### src/rtl/prefetch_limits_defs.vh
// constants for the pre-fetch agent request limits block
`ifndef PREFETCH_LIMITS_DEFS_VH
`define PREFETCH_LIMITS_DEFS_VH
`define PFL_OFFSET        8'he8
`define PFL_RESET         16'h0443
`define PFL_WR_MASK       16'h0fcf
`define PFL_CNT_HI        11
`define PFL_CNT_LO        8
`define PFL_CACHE_HI      7
`define PFL_CACHE_LO      6
`define PFL_LEN_HI        3
`define PFL_LEN_LO        0
`define PFL_CNT_OFF       4'h0
`define PFL_CNT_ONE       4'h1
`define PFL_CACHE_NONE    2'h0
`define PFL_CACHE_LIGHT   2'h1
`define PFL_CACHE_FULL    2'h2
`define PFL_LEN_MAX       4'h7
`define PFL_RESET_CNT     4'h4
`define PFL_RESET_LEN     4'h3
`define PFL_LIMIT_0       14'h0040
`define PFL_LIMIT_1       14'h0080
`define PFL_LIMIT_2       14'h0100
`define PFL_LIMIT_3       14'h0200
`define PFL_LIMIT_4       14'h0400
`define PFL_LIMIT_5       14'h0800
`define PFL_LIMIT_6       14'h1000
`define PFL_LIMIT_7       14'h2000
`endif

### src/rtl/limits_register.v
// configuration register holding the pre-fetch limit fields
`timescale 1ns/10ps
`include "prefetch_limits_defs.vh"
module limits_register (
  input  wire        clk,
  input  wire        rst_n,
  input  wire        globalResetInput,
  input  wire        cfgWrite,
  input  wire [1:0]  cfgByteEn,
  input  wire [15:0] cfgWrData,
  output reg  [15:0] regValue
);
  reg [15:0] nxtValue;
  reg [15:0] laneMask;

  // byte-lane merge, reserved bits forced to zero
  always @* begin
    laneMask = {{8{cfgByteEn[1]}}, {8{cfgByteEn[0]}}} & `PFL_WR_MASK;
    nxtValue = regValue;
    if (cfgWrite) begin
      nxtValue = (regValue & ~laneMask) | (cfgWrData & laneMask);
    end
  end

  // storage, restored on any of the reset sources
  always @(posedge clk or negedge rst_n) begin
    if (!rst_n) begin
      regValue <= `PFL_RESET;
    end else if (globalResetInput) begin
      regValue <= `PFL_RESET;
    end else begin
      regValue <= nxtValue;
    end
  end
endmodule

### src/rtl/prefetch_agent_request_limits.v
// pre-fetch agent request limit register and burst limiting logic
`timescale 1ns/10ps
`include "prefetch_limits_defs.vh"
//////////////////////////////////////////////////////////////////////////////
// What this block does
// - register bounds data fetched per read thread
// - bits 15:12 read zero, ignore writes
// - reset value is 0443h
// - count zero disables auto prefetch entirely
// - count one: single buffer, no prefetch reads
// - counts 2..F: initial read plus count-1 prefetches when cache mode is 01 or 10; 00 and 11 give no prefetches
// - all reset sources restore the field defaults
// - length code selects 64 B up to 8 KB
// - cache mode selects discard or caching policy
// - bits 5:4 read zero
module prefetch_agent_request_limits (
  input  wire        clk,
  input  wire        rst_n,
  input  wire        globalResetInput,
  input  wire        cfgWrite,
  input  wire        cfgRead,
  input  wire [7:0]  cfgAddr,
  input  wire [1:0]  cfgByteEn,
  input  wire [15:0] cfgWrData,
  output reg  [15:0] cfgRdData,
  output reg         cfgRdValid,
  input  wire        threadStart,
  input  wire        readIssued,
  input  wire        threadEnd,
  input  wire        dataReturned,
  input  wire        masterTerminated,
  input  wire        bridgeRetry,
  output reg         threadActive,
  output reg         prefetchReq,
  output reg  [13:0] threadByteLimit,
  output reg         discardLeftover,
  output reg         cacheLeftover
);
  localparam ST_IDLE = 2'h1;
  localparam ST_RUN  = 2'h2;

  wire [15:0] regValue;
  reg  [1:0]  state_ff;
  reg  [1:0]  nxt_state;
  reg  [3:0]  prefetch_burst_read_count;
  reg  [1:0]  completion_cache_policy;
  reg  [3:0]  prefetch_thread_byte_length;
  reg  [3:0]  issued_ff;
  reg  [3:0]  nxt_issued;
  wire        hit;
  reg         prefetchAllowed;
  reg         budgetLeft;
  reg         nxt_prefetchReq;
  reg  [13:0] nxt_byteLimit;
  reg         nxt_discard;
  reg         nxt_cache;

  //////////////////////////////////////////////////////////////////////////////
  // register storage
  limits_register limits_register_i (
    .clk              (clk),
    .rst_n            (rst_n),
    .globalResetInput (globalResetInput),
    .cfgWrite         (cfgWrite & (cfgAddr == `PFL_OFFSET)),
    .cfgByteEn        (cfgByteEn),
    .cfgWrData        (cfgWrData),
    .regValue         (regValue)
  );

  // read port, unmapped offsets answer zero
  always @(posedge clk or negedge rst_n) begin
    if (!rst_n) begin
      cfgRdData  <= 16'h0000;
      cfgRdValid <= 1'b0;
    end else begin
      cfgRdValid <= cfgRead;
      cfgRdData  <= (cfgRead && cfgAddr == `PFL_OFFSET) ? regValue : 16'h0000;
    end
  end

  //////////////////////////////////////////////////////////////////////////////
  // thread sequencer
  always @* begin
    nxt_state  = state_ff;
    nxt_issued = issued_ff;
    case (state_ff)
      ST_IDLE: begin
        nxt_issued = 4'h0;
        if (threadStart) begin
          nxt_state = ST_RUN;
        end
      end
      ST_RUN: begin
        if (threadEnd) begin
          nxt_state = ST_IDLE;
        end else if (readIssued && prefetchReq) begin
          nxt_issued = issued_ff + 4'h1;
        end
      end
      default: nxt_state = ST_IDLE;
    endcase
  end

  // limits captured once per thread
  always @(posedge clk or negedge rst_n) begin
    if (!rst_n) begin
      state_ff                    <= ST_IDLE;
      issued_ff                   <= 4'h0;
      prefetch_burst_read_count   <= `PFL_RESET_CNT;
      completion_cache_policy     <= `PFL_CACHE_LIGHT;
      prefetch_thread_byte_length <= `PFL_RESET_LEN;
    end else begin
      state_ff  <= nxt_state;
      issued_ff <= nxt_issued;
      if (state_ff == ST_IDLE && threadStart) begin
        prefetch_burst_read_count   <= regValue[`PFL_CNT_HI:`PFL_CNT_LO];
        completion_cache_policy     <= regValue[`PFL_CACHE_HI:`PFL_CACHE_LO];
        prefetch_thread_byte_length <= regValue[`PFL_LEN_HI:`PFL_LEN_LO];
      end
    end
  end

  //////////////////////////////////////////////////////////////////////////////
  // outputs to the read engine

  // prefetch only under the two caching codes; 00 and reserved 11 stop it
  always @* begin
    prefetchAllowed = 1'b0;
    case (completion_cache_policy)
      `PFL_CACHE_LIGHT: prefetchAllowed = 1'b1;
      `PFL_CACHE_FULL:  prefetchAllowed = 1'b1;
      default:          prefetchAllowed = 1'b0;
    endcase
  end

  // count 0 and 1 never prefetch, else up to count-1 after the first read
  always @* begin
    budgetLeft = 1'b0;
    case (prefetch_burst_read_count)
      `PFL_CNT_OFF: budgetLeft = 1'b0;
      `PFL_CNT_ONE: budgetLeft = 1'b0;
      default:      budgetLeft = (nxt_issued < prefetch_burst_read_count - 4'h1);
    endcase
  end

  // grant only once the thread has been running for a cycle
  always @* begin
    nxt_prefetchReq = 1'b0;
    if (state_ff == ST_RUN && nxt_state == ST_RUN) begin
      nxt_prefetchReq = budgetLeft && prefetchAllowed;
    end
  end

  // thread state and prefetch grant
  always @(posedge clk or negedge rst_n) begin
    if (!rst_n) begin
      threadActive <= 1'b0;
      prefetchReq  <= 1'b0;
    end else begin
      threadActive <= (nxt_state == ST_RUN);
      prefetchReq  <= nxt_prefetchReq;
    end
  end

  // bytes per thread from the length code; reserved codes give zero
  always @* begin
    nxt_byteLimit = 14'h0000;
    case (prefetch_thread_byte_length)
      4'h0:    nxt_byteLimit = `PFL_LIMIT_0;
      4'h1:    nxt_byteLimit = `PFL_LIMIT_1;
      4'h2:    nxt_byteLimit = `PFL_LIMIT_2;
      4'h3:    nxt_byteLimit = `PFL_LIMIT_3;
      4'h4:    nxt_byteLimit = `PFL_LIMIT_4;
      4'h5:    nxt_byteLimit = `PFL_LIMIT_5;
      4'h6:    nxt_byteLimit = `PFL_LIMIT_6;
      4'h7:    nxt_byteLimit = `PFL_LIMIT_7;
      default: nxt_byteLimit = 14'h0000;
    endcase
  end

  // byte limit register
  always @(posedge clk or negedge rst_n) begin
    if (!rst_n) begin
      threadByteLimit <= 14'h0000;
    end else begin
      threadByteLimit <= nxt_byteLimit;
    end
  end

  // data return seen while a thread runs
  assign hit = dataReturned && (state_ff == ST_RUN);

  // leftover completion data policy; a retry wins over a master end
  always @* begin
    nxt_discard = hit;
    nxt_cache   = 1'b0;
    case (completion_cache_policy)
      `PFL_CACHE_NONE: begin
        nxt_discard = hit;
        nxt_cache   = 1'b0;
      end
      `PFL_CACHE_LIGHT: begin
        nxt_discard = hit && masterTerminated && !bridgeRetry;
        nxt_cache   = hit && bridgeRetry;
      end
      `PFL_CACHE_FULL: begin
        nxt_discard = 1'b0;
        nxt_cache   = hit && (masterTerminated || bridgeRetry);
      end
      default: begin
        nxt_discard = hit;
        nxt_cache   = 1'b0;
      end
    endcase
  end

  // leftover strobes, one cycle after the data return
  always @(posedge clk or negedge rst_n) begin
    if (!rst_n) begin
      discardLeftover <= 1'b0;
      cacheLeftover   <= 1'b0;
    end else begin
      discardLeftover <= nxt_discard;
      cacheLeftover   <= nxt_cache;
    end
  end
endmodule

### config.mk
export PLATFORM = sky130hd
export DESIGN_NAME = prefetch_agent_request_limits
export DESIGN_NICKNAME = d
export VERILOG_FILES = /design/src/rtl/limits_register.v /design/src/rtl/prefetch_agent_request_limits.v
export VERILOG_INCLUDE_DIRS = /design/src /design/src/rtl
export SDC_FILE = /design/constraint.sdc
export NUM_CORES = 1
export LEC_CHECK = 0
export BUFFER_PORTS_ARGS = -buffer_cell sky130_fd_sc_hd__buf_2
export CORE_ASPECT_RATIO = 0.6
export CORE_MARGIN = 2
export CORE_UTILIZATION = 50
export CTS_CLUSTER_SIZE = 10
export DETAILED_ROUTE_END_ITERATION = 7
export GPL_ROUTABILITY_DRIVEN = 0
export PLACE_DENSITY = 0.86
export SLEW_MARGIN = 20
export SYNTH_ARGS = -nofsm -noshare
export SYNTH_HDL_FRONTEND = slang
export SYNTH_SLANG_ARGS = --single-unit
### constraint.sdc
create_clock -name clk -period 2.8 [get_ports clk]
set_input_delay 0.56 -clock clk [delete_from_list [all_inputs] [get_ports clk]]
set_output_delay 0.56 -clock clk [all_outputs]
set_load 0.02 [all_outputs]
======== Yosys cells after proc, flatten, opt, wreduce, memory -nomap -nowiden ========
Memories as Yosys holds them, arrays and structs flattened.
Cells that the tools add are included.
cells by class
  $add $sub $neg .......................... 2
  bitwise gates (word level) .............. 5
  eq/ne operators ......................... 7
  reductions and logical operators ........ 16
  $lt $le $gt $ge ......................... 1
  mux-type cells .......................... 15
operators by type and width
  cell                                                                number
  16-bit two-way mux                                                  3
  16-bit by 12-bit AND with 16-bit output                             1
  16-bit AND                                                          1
  12-bit NOT with 16-bit output                                       1
  16-bit OR                                                           1
  14-bit two-way mux                                                  1
  1-bit logical AND                                                   10
  8-bit == test, second input constant                                1
  4-bit two-way mux                                                   2
  4-bit case mux with 2 select lines                                  1
  2-bit == test, second input constant                                3
  4-bit by 1-bit adder with 4-bit output, second input constant       1
  2-bit by 1-bit == test with 1-bit output, second input constant     2
  4-bit by 1-bit == test with 1-bit output, second input constant     1
  4-bit logical NOT                                                   1
  4-bit less-than comparator                                          1
  2-bit two-way mux                                                   2
  1-bit case mux with 2 select lines                                  2
  2-bit case mux with 2 select lines                                  1
  2-bit OR reduction                                                  2
  4-bit by 1-bit subtractor with 4-bit output, second input constant  1
  1-bit two-way mux                                                   3
  2-bit nonzero test                                                  1
  1-bit AND                                                           1
  2 further kinds                                                     2
storage, ports and cells
  memories kept ........................... 1
  ROM bits ................................ 64
  output and inout bits ................... 35
  flip-flop bits (word level) ............. 67
  word-level logic and storage cells ...... 60
memory list
  memory            words  bits a word  read ports  clocked after Yosys merged registers in  wr ports  line                                 RTL
  (name not given)  8      8            1           0                                        0         prefetch_agent_request_limits.v:168  case (prefetch_thread_byte_length)

======== Longest topological paths before layout ========
Gate-level depths: netlist of the first run.
  word-level depth ........................ 8
  gate-level depth with buffers ........... 10

======== Hierarchy ========
From an unflattened synthesis of the first run, not the netlist that was laid out.
second synthesis, totals
  cell total of the unflattened synthesis .. 200
  area total of the unflattened synthesis .. 2419.8 um^2
modules (own cells, without submodules)
  module                         cells each  times used  seq. area each (um^2)  area each (um^2)
  prefetch_agent_request_limits  151         1           1132.3                 1889.3
  limits_register                49          1           255.2                  530.5

======== Worst setup path after synthesis of the first run ========
No wires, ideal clock.
  path kind ............................... reg2reg
  start ................................... register state_ff[0]
  end ..................................... register prefetchReq
  slack ................................... 0.403 ns
  stages on the path, launching flop included .. 11
  path buffers ............................ 0
  data arrival time ....................... 2.302 ns
  library setup time ...................... 0.096 ns
  required time ........................... 2.704 ns
  period minus slack after synthesis ...... 2.397 ns
  path through ............................ dfstp_2 -> inv_1 -> ha_1 -> and4bb_2 -> nand4_1 -> xor2_1 -> nor2_1 -> ha_1 -> a211oi_1 -> nand3_1 -> nor4_2
between the ends
  word-level cells in the longest chain between the ends .. 6
  elaborated cells on any way between the ends .. 12
  those cells by class .................... order compare (1); eq/ne (3); mux (6); reduce/logical (2)
RTL lines
  element                                                                    line                                 RTL
  from (decl)                                                                prefetch_agent_request_limits.v:43   reg [1:0] state_ff;
  from (signal assigned)                                                     prefetch_agent_request_limits.v:113  state_ff <= nxt_state;
  2-bit == test or 2-bit by 1-bit == test with 1-bit output (tied branches)  prefetch_agent_request_limits.v:86   case (state_ff)
  4-bit case mux with 2 select lines *                                       prefetch_agent_request_limits.v:86
  named net nxt_issued[3]                                                    prefetch_agent_request_limits.v:49   reg [3:0] nxt_issued;
  4-bit less-than comparator *                                               prefetch_agent_request_limits.v:142  default: budgetLeft = (nxt_issued < prefetch_burst_read_count - 4'h1);
  1-bit two-way mux *                                                        prefetch_agent_request_limits.v:139  case (prefetch_burst_read_count)
  1-bit logical AND *                                                        prefetch_agent_request_limits.v:150  nxt_prefetchReq = budgetLeft && prefetchAllowed;
  1-bit two-way mux *                                                        prefetch_agent_request_limits.v:149  if (state_ff == ST_RUN && nxt_state == ST_RUN) begin
  named net nxt_prefetchReq                                                  prefetch_agent_request_limits.v:53   reg nxt_prefetchReq;
  to (signal assigned)                                                       prefetch_agent_request_limits.v:161  prefetchReq <= nxt_prefetchReq;
  to (decl)                                                                  prefetch_agent_request_limits.v:34   output reg prefetchReq,
Mark *: on every way through the listed nets, which the timed path passes. The rest lies on a longest branch.
A chain may end at the register's enable or synchronous reset.

======== Final worst setup path of the first run ========
Same ends and word-level chain as after synthesis.

==> summary.md, run 1 <==
For the total wire length after detailed routing, the log shows 4.13 mm. On the critical path, the stage with the largest delay is an instance of dfstp_2. For this design the ratio of total power to cell area is 606 nW/um2.

For the number of DRC markers after the initial detailed-route iteration, the log shows 54. For this run, the leading register cell type out of synthesis is dfrtp_1. The tools report the via count of the first global-routing pass as 1396.

By startpoint and endpoint, the worst setup path is classified as flip-flop to flip-flop. Measured against its own limit, the worst slew margin works out to 59.5%. The signal arrival time at the worst endpoint is 2850 ps. The via density per instance is 4.90, and the average size of a mapped cell is 12.0 um2. The number of endpoints with negative hold slack in the final report is 0. The worst-case IR drop observed on VDD is 353 uV. The clock reaches the later pin of the worst-skew pair after 300 ps. TritonCTS built the clock tree. The multi-input combinational cells in the finished layout cover a total of 823 um2. After filler insertion, the fill cell instance count of the layout stands at 335.

For the fraction of power consumed by the clock network, the log shows 37.1%. The element type at the critical path end is a flip-flop. The path class of the lowest-slack min-delay path was input pin to asynchronous set/reset pin. For the number of instances in the synthesized netlist, the log shows 180. For the initial antenna violation count, the log shows 0. Number of flip-flops and latches in the synthesized netlist: 50.

The net count of the finished layout is 288. Traced cell by cell, the critical path runs through inv_1, ha_4, and4bb_4, nand4_1, xor2_1, nor2_1, ha_1, a211oi_2, nand3_1, nor4_2. Final hold analysis gives a worst-case slack of 265 ps. The share of post-route cells with drive strength above 1 is 38.8%. dfrtp_1 takes more of the synthesized area than any other cell. The antenna violation net count after detailed routing was 0; the post-detailed-route DRC marker count was 0.

For this run, asynchronously set or reset flops after synthesis account for 100%. Measured along the x axis, the die boundary spans 88.9 um. Largest net degree at the start of global routing: 51. The TritonCTS buffer count is 5. For the reported net switching power, the log shows 0.399 mW.

Start of the worst register-to-register path: state_ff[0]. Number of distinct standard cells referenced by the synthesized netlist: 33. The first global-routing pass estimated 6.49 mm of wire.

The placement row count is 18. The total area inside the core boundary comes to 4120 um2. The register area is 1260 um2. The worst setup skew after layout was 8.65 ps. The period utilization was 94.5%; the number of pins exceeding their max-slew limit in the final report was 0. Clock-pin slew was measured on the worst setup and hold paths at 90 ps. The maximum net fanout on the critical path was 5; the routed via count was 1480. 0 antenna diodes ended up in the layout. The run gives 1.41 nW as the static leakage power. The internal power of the cells totals 1.20 mW. The share of total power in sequential cells was 47.7%; the number of flops mapped to enable cells by yosys was 0. The highest achievable clock rate was 0.378 GHz. The share of the synthesized area in the top cell type is 47.5%, and the number of sinks on the clock net is 50. The top cell types in the final layout, fill and taps aside, are buf_2, dfrtp_1, nor2_1.

The flow ran to the end, and the final reports show no timing, DRC or antenna violations. The wire length per cell after detailed routing works out to 13.7 um. The quantity of I/O buffers inserted on ports was 59; the count of yosys warnings during synthesis was 0.

The tool flagged a number of max-cap violations equal to 0. Clock tree synthesis selected as its root buffer the cell clkbuf_8. The global-route usage over all layers is 18.3%. In the post-synthesis netlist, the biggest area contributors are dfrtp_1, dfstp_2, ha_1. Pin placement for this block handled 72 I/O pins.

Setup violations remaining at the end of the flow were counted as 0. The floorplan step defined a die boundary enclosing 4880 um2. Final period demand of the worst path: 2650 ps. The tools report the element type at the critical path start as a flip-flop.

Compared with the post-synthesis result, the final layout area differs by 22.2%. In this run, post-CTS hold repair placed 0 buffers. The launch point of the critical path is state_ff[0]. The maximum cell stage delay along the critical path came out at 550 ps. Total global routing overflow: 0. The post-detailed-placement half-perimeter wirelength is 2.94 mm. The run gives 4 as the detailed-router iteration count before antenna repair. Per report_power, the combinational group accounts for 15.2% of the total. Data on the critical path is required at its endpoint by 3000 ps. The H-tree generated during clock tree synthesis spans 2 levels.

The cell family contributing the most delay on the critical path is simple AND/OR/NAND/NOR gates. The sequential element share of the synthesized area was 58.4%; the starting density of the core was 52.5%. The area of the mapped netlist came out at 2160 um2. Leaving out fill and tap cells, the most frequent cell in the layout is buf_2.

At the pin with the least slew margin, the transition time is 608 ps. The die is 54.9 um tall. The worst path buffer plus inverter count works out to 1. No sink is reached through more buffers than the 2 on the longest clock path. Share of total power consumed by net switching: 24.9%. Once layout is complete, the utilization of the core stands at 64.1%.
## state kept, by name, indices dropped and copies added, names as in the netlist, 2 cells and up
name	count
cfgRdData	11
limits_register_i.regValue	10
prefetch_burst_read_count	4
completion_cache_policy	2
state_ff	2
prefetch_thread_byte_length	4
issued_ff	4
threadByteLimit	8
## cells in the mapped netlist, types with 2 or more instances
library cell	count
and2_1	10
inv_1	8
dfrtp_1	41
xnor2_1	2
ha_1	10
mux2_2	10
xor2_1	2
clkbuf_1	2
nand4_1	2
buf_4	11
mux2i_1	8
nand2b_1	4
a21oi_1	7
o21ai_0	2
nor3_1	10
dfstp_2	9
nor2_1	22
nand2_1	5
## power by group through the flow
stage / clock network [mW] / registers, mW / logic, mW
floorplan: 0 / 0.782 / 0.140
global placement: 0 / 0.773 / 0.213
detailed placement: 0 / 0.774 / 0.219
CTS: 0.602 / 0.760 / 0.220
global route: 0.630 / 0.767 / 0.269
finish: 0.593 / 0.763 / 0.244
## worst reg2reg max path, delay by kind of cell, from the launching register on
family,cells,cell delay [ps]
buffers and inverters,1,80
adders and majority gates,2,540
DFF,1,550
and+or+nand+nor,5,990
xor gates and xnor gates,1,160
AOI/OAI and AO/OA,1,230
## logic make-up after synthesis
logic type,share of synthesized area (%)
simple gates,15.3
flops,58.4
buf+inv,5.56
mux,8.91
compound gates,4.23
fa+ha+maj,5.79
xor+xnor,1.62
other cells,0.173
## through the flow
| stage | power [mW] | TNS (ps) | setup slack [ps] | std cells | area [um2] |
|---|---|---|---|---|---|
| finish | 1.60 | 0 | 154 | 302 | 2640 |
| global route | 1.66 | -48.0 | -48.0 | 302 | 2640 |
| CTS | 1.58 | 0 | 127 | 300 | 2600 |
| detailed placement | 0.993 | 0 | 156 | 292 | 2460 |
| global placement | 0.986 | 0 | 252 | 292 | 2460 |
| floorplan | 0.922 | 0 | 403 | 186 | 2180 |
## timing repair
action                     CTS  global route
setup endpoints to repair    0             1
gates resized for setup      0             3
buffers inserted             0             2
## area by class of cell
type / count / share of cell area [%]
Sequential cell: 50 / 47.8
Multi-Input combinational cell: 115 / 31.2
Timing Repair Buffer: 61 / 11.8
Tap cell: 60 / 2.84
Clock buffer: 5 / 2.61
Clock inverter: 3 / 2.61
Inverter: 8 / 1.14
## path summary, 6_finish.rpt
kind,cells past startpoint,end,slack (ps)
hold / removal,1,state_ff[1],270
setup reg to reg,10,prefetchReq,150
setup / recovery,10,prefetchReq,150
min in group clk,1,cfgRdValid,380
hold reg to reg,2,limits_register_i.regValue[10],520
max in group asynchronous,1,limits_register_i.regValue[2],2120
## metal layers
metal  wire length, um  share of wire (%)  track usage (%)  vias up
met5                 0                  0                0        -
met4                52                1.3             6.82        0
met3               252                6.1             5.79        7
met2              1930                 47             28.4       50
met1              1900                 46             24.6      707
li1                  -                  -                -      716
Note: power is estimated with default switching activity, not from simulation.
==> inputs of run 2 (changes only) <==
Settings changed: CORE_UTILIZATION 50 to 45, PLACE_DENSITY 0.86 to 0.82.
Clock period 2.8 ns to 2.1 ns, I/O delays scaled along.
==> run 2 against run 1 <==
Compared with the run above:
- the run now ends with negative setup slack left
- power up 22%
- design area is 0.28% higher
- worst setup slack got worse by 490 ps
==> summary.md, run 2 (synthesized netlist as in run 1, its figures left out) <==
The share of post-route cells with drive strength above 1 is 40.5% (+1.6 points), and the clock-pin slew reported for the worst setup and hold paths after clock tree synthesis is 90 ps (about the same). The tools report the global-route usage over all layers as 16.8% (-1.5 points). Static leakage power: 1.42 nW (+0.69%). The logs give -330 ps (-490 ps) for the minimum setup slack among reg-to-reg paths and 2 (unchanged) for the H-tree level count.

The number of pins exceeding their max-slew limit in the final report came out at 0 (unchanged). Root buffer selected by CTS: clkbuf_8. Number of endpoints with negative hold slack in the final report: 0 (unchanged). Category of the critical setup timing path: flip-flop to flip-flop. The total global routing overflow is 0 (unchanged), and the wire length per cell after detailed routing is 12.9 um (-6.0%). The run gives 4 (unchanged) as the detailed-router iteration count before antenna repair. The tools report the initial antenna violation count as 0 (unchanged).

The number of antenna repair diodes was 0 (unchanged); the maximum VDD drop was 425 uV (+21%). The number of cell instances on the worst register-to-register path came out at 10 (unchanged). Die outline width: 93.5 um (+5.2%). Leaving out fill and tap cells, the most frequent cell in the layout is buf_2. The number of sinks on the clock net was 50 (unchanged); the relative max-transition margin was 63.7% (+4.2 points). The period utilization was 116% (+21 points). The tools report the worst hold slack as 92.0 ps (-173 ps). The highest achievable clock rate was 0.411 GHz (+8.7%). The tools report the cts-stage hold buffer count as 0 (unchanged).

The die outline height is 57.7 um (+5.0%). Tracing the worst setup path back leads to its startpoint at state_ff[0]. The run gives 19 (+1) as the placement row count. The tools report the endpoint of the most critical register-to-register path as prefetchReq. The run gives 2650 um2 (+0.28%) as the post-route cell area. The maximum cell stage delay along the critical path came out at 540 ps (about the same). For the area used by multi-input combinational logic, the log shows 820 um2 (-0.46%). Count of max-cap constraint violations: 0 (unchanged). On the critical path, the stage with the largest delay is an instance of dfstp_2. Routed via count: 1488 (+0.54%). The signal arrival time at the worst endpoint was 2650 ps (-200 ps). For the post-detailed-placement half-perimeter wirelength, the log shows 3.13 mm (+6.4%). Leaving out fill and tap cells, the most frequent cells in the layout are buf_2, dfrtp_1, nor2_1. The die footprint was 5390 um2 (+10%); the area growth from synthesis to layout was 22.5%.

The TritonCTS buffer count was 5 (unchanged); the final worst slack was -335 ps (-488 ps). Setup repair after global routing could not meet its margin everywhere. The power after layout came out at 1.96 mW (+22%).

The flow ran to the end, but the final reports show violations. The maximum buffer depth of the clock tree is 2 (unchanged), and the cell area power density is 739 nW/um2 (+22%). The worst register-to-register path begins at state_ff[0]. The number of failing setup endpoints in the final timing report was 1 (+1). The final reports fail on negative setup slack. The tools report the number of nets in the finished design as 293 (+1.7%).

The register area was 1260 um2 (unchanged); the slew of the pin with the lowest slew margin was 545 ps (-63.3 ps). The run gives 38 (-30%) as the number of DRC markers after the initial detailed-route iteration. The largest net degree at the start of global routing was 28 (-45%).

The maximum net fanout on the critical path was 4 (-1); the antenna violation net count after detailed routing was 0 (unchanged). The insertion delay to the later sink of the worst-skew pair was 300 ps (about the same). STA classifies the critical path endpoint as a flip-flop.

The tools report the endpoint required time on the critical path as 2310 ps (-690 ps). The run gives 0 (unchanged) as the post-detailed-route DRC marker count. Counting flops per register, the top entry is cfgRdData.

The global-route wire length before repair is 6.80 mm (+4.8%). The final period demand of the worst path was 2430 ps (-212 ps); the starting density of the core was 47.1% (-5.3 points). The total wire length after detailed routing is 3.99 mm (-3.5%), and the quantity of I/O buffers inserted on ports is 59 (unchanged). The largest registers in the layout are cfgRdData: 11 flops, limits_register_i.regValue: 10 flops, threadByteLimit: 8 flops. The number of top-level design ports is 72 (unchanged). Standard cell area after detailed placement: 2530 um2 (+2.6%). TritonCTS built the clock tree. The path class of the lowest-slack min-delay path is input pin to asynchronous set/reset pin.

For the number of filler instances in the final layout, the log shows 392 (+17%). The run gives 4590 um2 (+11%) as the total core area. The number of flip-flops in the largest register is 11 (unchanged). The signal on the critical path passes through inv_2, ha_4, and4bb_2, buf_4, mux2i_1, nor2_1, ha_1, o211a_1, o31a_1, nor4_2. The via count of the first global-routing pass is 1443 (+3.4%), and the number of gates given a new drive strength after cts is 0 (unchanged). The aggregate negative setup slack came out at -335 ps (-335 ps). The worst setup path is launched from a flip-flop. The worst setup skew after layout was 5.84 ps (-2.81 ps). Via density per instance: 4.80 (-2.1%).
run 2: cell count changes in the layout (fill, tap and decap cells not counted):
cell and delta:
inv_1 -1, inv_6 +1, bufinv_16 -2, inv_8 +1, buf_2 +1, and4bb_2 +1, buf_4 +3, inv_2 +1
buf_12 +1, and4bb_4 -1
run 2: area by class of cell:
class	instances	share of cell area, %
multi-input combinational	115	30.9
clock inverter	3	1.09
clock buffer	5	2.60
tap	63	2.98
timing repair buffer	66	13.6
sequential	50	47.7
inverter	8	1.13
run 2: where the power goes:
| part | internal, mW | switching [mW] | total [mW] | leakage [nW] |
|---|---|---|---|---|
| combinational | 0.155 | 0.211 | 0.367 | 0.716 |
| clock | 0.249 | 0.330 | 0.579 | 0.0506 |
| sequential | 0.997 | 0.0150 | 1.01 | 0.657 |
run 2: per-layer routing:
metal,up-vias,global-route usage [%],wire [um]
li1,728,-,-
met2,46,26.0,1830
met3,7,4.68,251
met1,707,22.7,1860
met4,0,6.93,39
met5,-,0,0
run 2: worst max-delay path by stage:
stage | to | depth (start not counted)
2_1_floorplan | prefetchReq | 10
3_3_place_gp | prefetchReq | 10
3_5_place_dp | prefetchReq | 10
4_1_cts | prefetchReq | 10
5_1_grt | prefetchReq | 10
6_report | prefetchReq | 10
run 2: critical path, delay by kind of cell (launching register included):
kind                     cells  cell delay [ps]
AND/OR/NAND/NOR              3              630
flip-flops                   1              540
adder cells (fa/ha/maj)      2              530
AO/OA/AOI/OAI                2              310
buffers and inverters        2              180
multiplexers                 1              160
run 2: per-stage QoR:
stage,util [%],std cells,worst slack (ps)
floorplan,-,186,-153
global placement,55.1,299,-216
detailed placement,55.1,299,-393
CTS,57.4,308,-343
global route,57.7,310,-502
finish,57.7,310,-335
run 2: what timing repair did:
item                                    in CTS  in global routing
setup buffers                                1                  2
endpoints found under the setup margin       1                  1
pin swaps                                    2                  3
==> inputs of run 3 (changes only) <==
Settings changed: MAX_ROUTING_LAYER set to met4, SKIP_LAST_GASP set to 1.
==> run 3 against run 2 <==
Compared with the run above:
- the flow still finishes with violations (negative setup slack)
- largest cell class unchanged
- critical path depth is the same
- flip-flop and latch count is the same
- die area is the same
- global-route usage grew 0.54 points
- sequential power is essentially flat
- clock-buffer cell count is the same
- sequential share of layout area is the same
- first-iteration DRC count is the same
- clock power is essentially flat
- core utilization is the same
- wire length grew 0.28%
- critical path type unchanged
- design area is the same
==> summary.md, run 3 (synthesized netlist as in run 1, its figures left out) <==
The tools report the standard cell area after detailed placement as 2530 um2 (unchanged). The wire length per cell after detailed routing works out to 12.9 um (+0.28%). The initial antenna violation count is 0 (unchanged).

The global-route usage over all layers is 17.3% (+0.54 points). The tools report the worst hold slack as 90.5 ps (-1.53 ps). The worst setup path is launched from a flip-flop. The logs give 0.411 GHz (about the same) for the highest achievable clock rate and 4590 um2 (unchanged) for the total core area. For the post-detailed-placement half-perimeter wirelength, the log shows 3.13 mm (unchanged). CTS placed an instance of clkbuf_8 at the clock tree root. The maximum net fanout on the critical path was 4 (unchanged). For the H-tree level count, the log shows 2 (unchanged). Final cell count without fillers: 310 (unchanged).

The number of failing setup endpoints in the final timing report is 1 (unchanged), and the starting density of the core is 47.1% (unchanged). Setup repair after global routing could not meet its margin everywhere. The signal arrival time at the worst endpoint came out at 2650 ps (about the same). For the post-route cell area, the log shows 2650 um2 (unchanged). TritonCTS built the clock tree.

The die outline height works out to 57.7 um (unchanged). The final reports fail on negative setup slack. For the total wire length after detailed routing, the log shows 4.00 mm (+0.28%).

The period utilization was 116% (about the same); the post-detailed-route DRC marker count was 0 (unchanged). The die footprint came out at 5390 um2 (unchanged). For the routed via count, the log shows 1487 (-0.067%).

The run gives 293 (unchanged) as the number of nets in the finished design. The run gives 299 (unchanged) as the count of placed standard cells including taps. For the number of antenna repair diodes, the log shows 0 (unchanged).

The share of post-route cells with drive strength above 1 is 40.5% (unchanged). The run gives 0 (unchanged) as the total global routing overflow. The setup path with the least slack is of type flip-flop to flip-flop. Placement row count: 19 (unchanged). The die outline width came out at 93.5 um (unchanged). The endpoint of the most critical register-to-register path is prefetchReq.

The cell area power density came out at 740 nW/um2 (about the same). Detailed-router iteration count before antenna repair: 4 (unchanged). The leading cell type in the layout, fill and taps excluded is buf_2. The tools report the endpoint required time on the critical path as 2310 ps (about the same). The tools report the insertion delay to the later sink of the worst-skew pair as 300 ps (about the same). The quantity of I/O buffers inserted on ports is 59 (unchanged). The startpoint identified for the worst register-to-register timing path is state_ff[0]. For the aggregate negative setup slack, the log shows -333 ps (+1.29 ps). The number of pins exceeding their max-slew limit in the final report was 0 (unchanged).

The tools report the antenna violation net count after detailed routing as 0 (unchanged). The number of flip-flops in the largest register works out to 11 (unchanged). The run gives 0 (unchanged) as the cts-stage hold buffer count. The via density per instance works out to 4.80 (about the same). The largest net degree at the start of global routing was 28 (unchanged); the end-of-flow core utilization was 57.7% (unchanged). The minimum setup slack among reg-to-reg paths was -330 ps (about the same). The logs give 0 (unchanged) for the number of gates given a new drive strength after cts and 2 (unchanged) for the maximum buffer depth of the clock tree. The tools report the via count of the first global-routing pass as 1444 (+0.069%).

The path class of the tightest hold or removal check is input pin to asynchronous set/reset pin. The relative max-transition margin is 63.7% (about the same), and the slew of the pin with the lowest slew margin is 545 ps (+0.0612 ps). The number of sinks on the clock net was 50 (unchanged); the area growth from synthesis to layout was 22.5% (unchanged).

The worst setup skew after layout is 5.95 ps (+0.111 ps). STA classifies the critical path endpoint as a flip-flop. Leaving out fill and tap cells, the most frequent cells in the layout are buf_2, dfrtp_1, nor2_1. The final period demand of the worst path was 2430 ps (-1.29 ps). The number of endpoints with negative hold slack in the final report is 0 (unchanged). The tools report the static leakage power as 1.42 nW (unchanged). For the final worst slack, the log shows -333 ps (+1.29 ps). The largest registers in the layout are cfgRdData: 11 flops, limits_register_i.regValue: 10 flops, threadByteLimit: 8 flops. The tools report the global-route wire length before repair as 6.80 mm (-0.10%). The number of DRC markers after the initial detailed-route iteration is 38 (unchanged), and the count of max-cap constraint violations is 0 (unchanged). The maximum VDD drop was 425 uV (about the same); the clock-pin slew reported for the worst setup and hold paths after clock tree synthesis was 90 ps (about the same). Ranked by flip-flop count, first place goes to cfgRdData.

The run finished, with violations left. The number of cell instances on the worst register-to-register path was 10 (unchanged). The TritonCTS buffer count is 5 (unchanged). The tools report the number of top-level design ports as 72 (unchanged).
run 3: cell counts in the layout (fill, tap and decap cells not counted):
No cell type changed its count.
run 3: metrics by stage:
step / total power, mW / setup slack [ps]
2_1_floorplan: 1.25 / -153
3_3_place_gp: 1.39 / -216
3_5_place_dp: 1.40 / -393
4_1_cts: 1.99 / -343
5_1_grt: 2.08 / -502
6_report: 1.96 / -333
run 3: where the power goes:
group / total (mW) / internal (mW) / switching [mW]
logic: 0.367 / 0.155 / 0.211
clock network: 0.581 / 0.249 / 0.332
registers: 1.01 / 0.997 / 0.0150
total: 1.96 / 1.40 / 0.558
run 3: repair_timing:
action,4_1_cts,5_1_grt
buffers inserted,1,2
hold endpoints to repair,0,0
pin swaps,2,3
endpoints found under the setup margin,1,1
run 3: cell type report:
cell class	instances	area, um2
fill	392	1940
sequential	50	1260
multi-input combinational	115	820
timing repair buffer	66	360
tap	63	78.8
clock buffer	5	68.8
inverter	8	30.0
clock inverter	3	28.8
run 3: critical path, stage by stage (launching register included):
cell and delay [ps]:
dfstp_2 540, inv_2 50, ha_4 230, and4bb_2 350, buf_4 130, mux2i_1 160
nor2_1 80, ha_1 300, o211a_1 200, o31a_1 110, nor4_2 200
run 3: worst max path at each step:
stage / slack, ps / startpoint / endpoint / cells past startpoint
2_1_floorplan: -150 / state_ff[0] / prefetchReq / 10
3_3_place_gp: -220 / state_ff[0] / prefetchReq / 10
3_5_place_dp: -390 / state_ff[0] / prefetchReq / 10
4_1_cts: -340 / state_ff[0] / prefetchReq / 10
5_1_grt: -500 / state_ff[0] / prefetchReq / 10
6_report: -330 / state_ff[0] / prefetchReq / 10
run 3: routing by layer:
| metal | up-vias | share of wire, % | wire, um | track usage (%) |
|---|---|---|---|---|
| met3 | 8 | 5.6 | 224 | 4.03 |
| met2 | 45 | 45 | 1810 | 26.0 |
| li1 | 728 | - | - | - |
| met5 | - | 0 | 0 | - |
| met1 | 706 | 47 | 1890 | 23.1 |
| met4 | 0 | 1.7 | 69 | 6.93 |
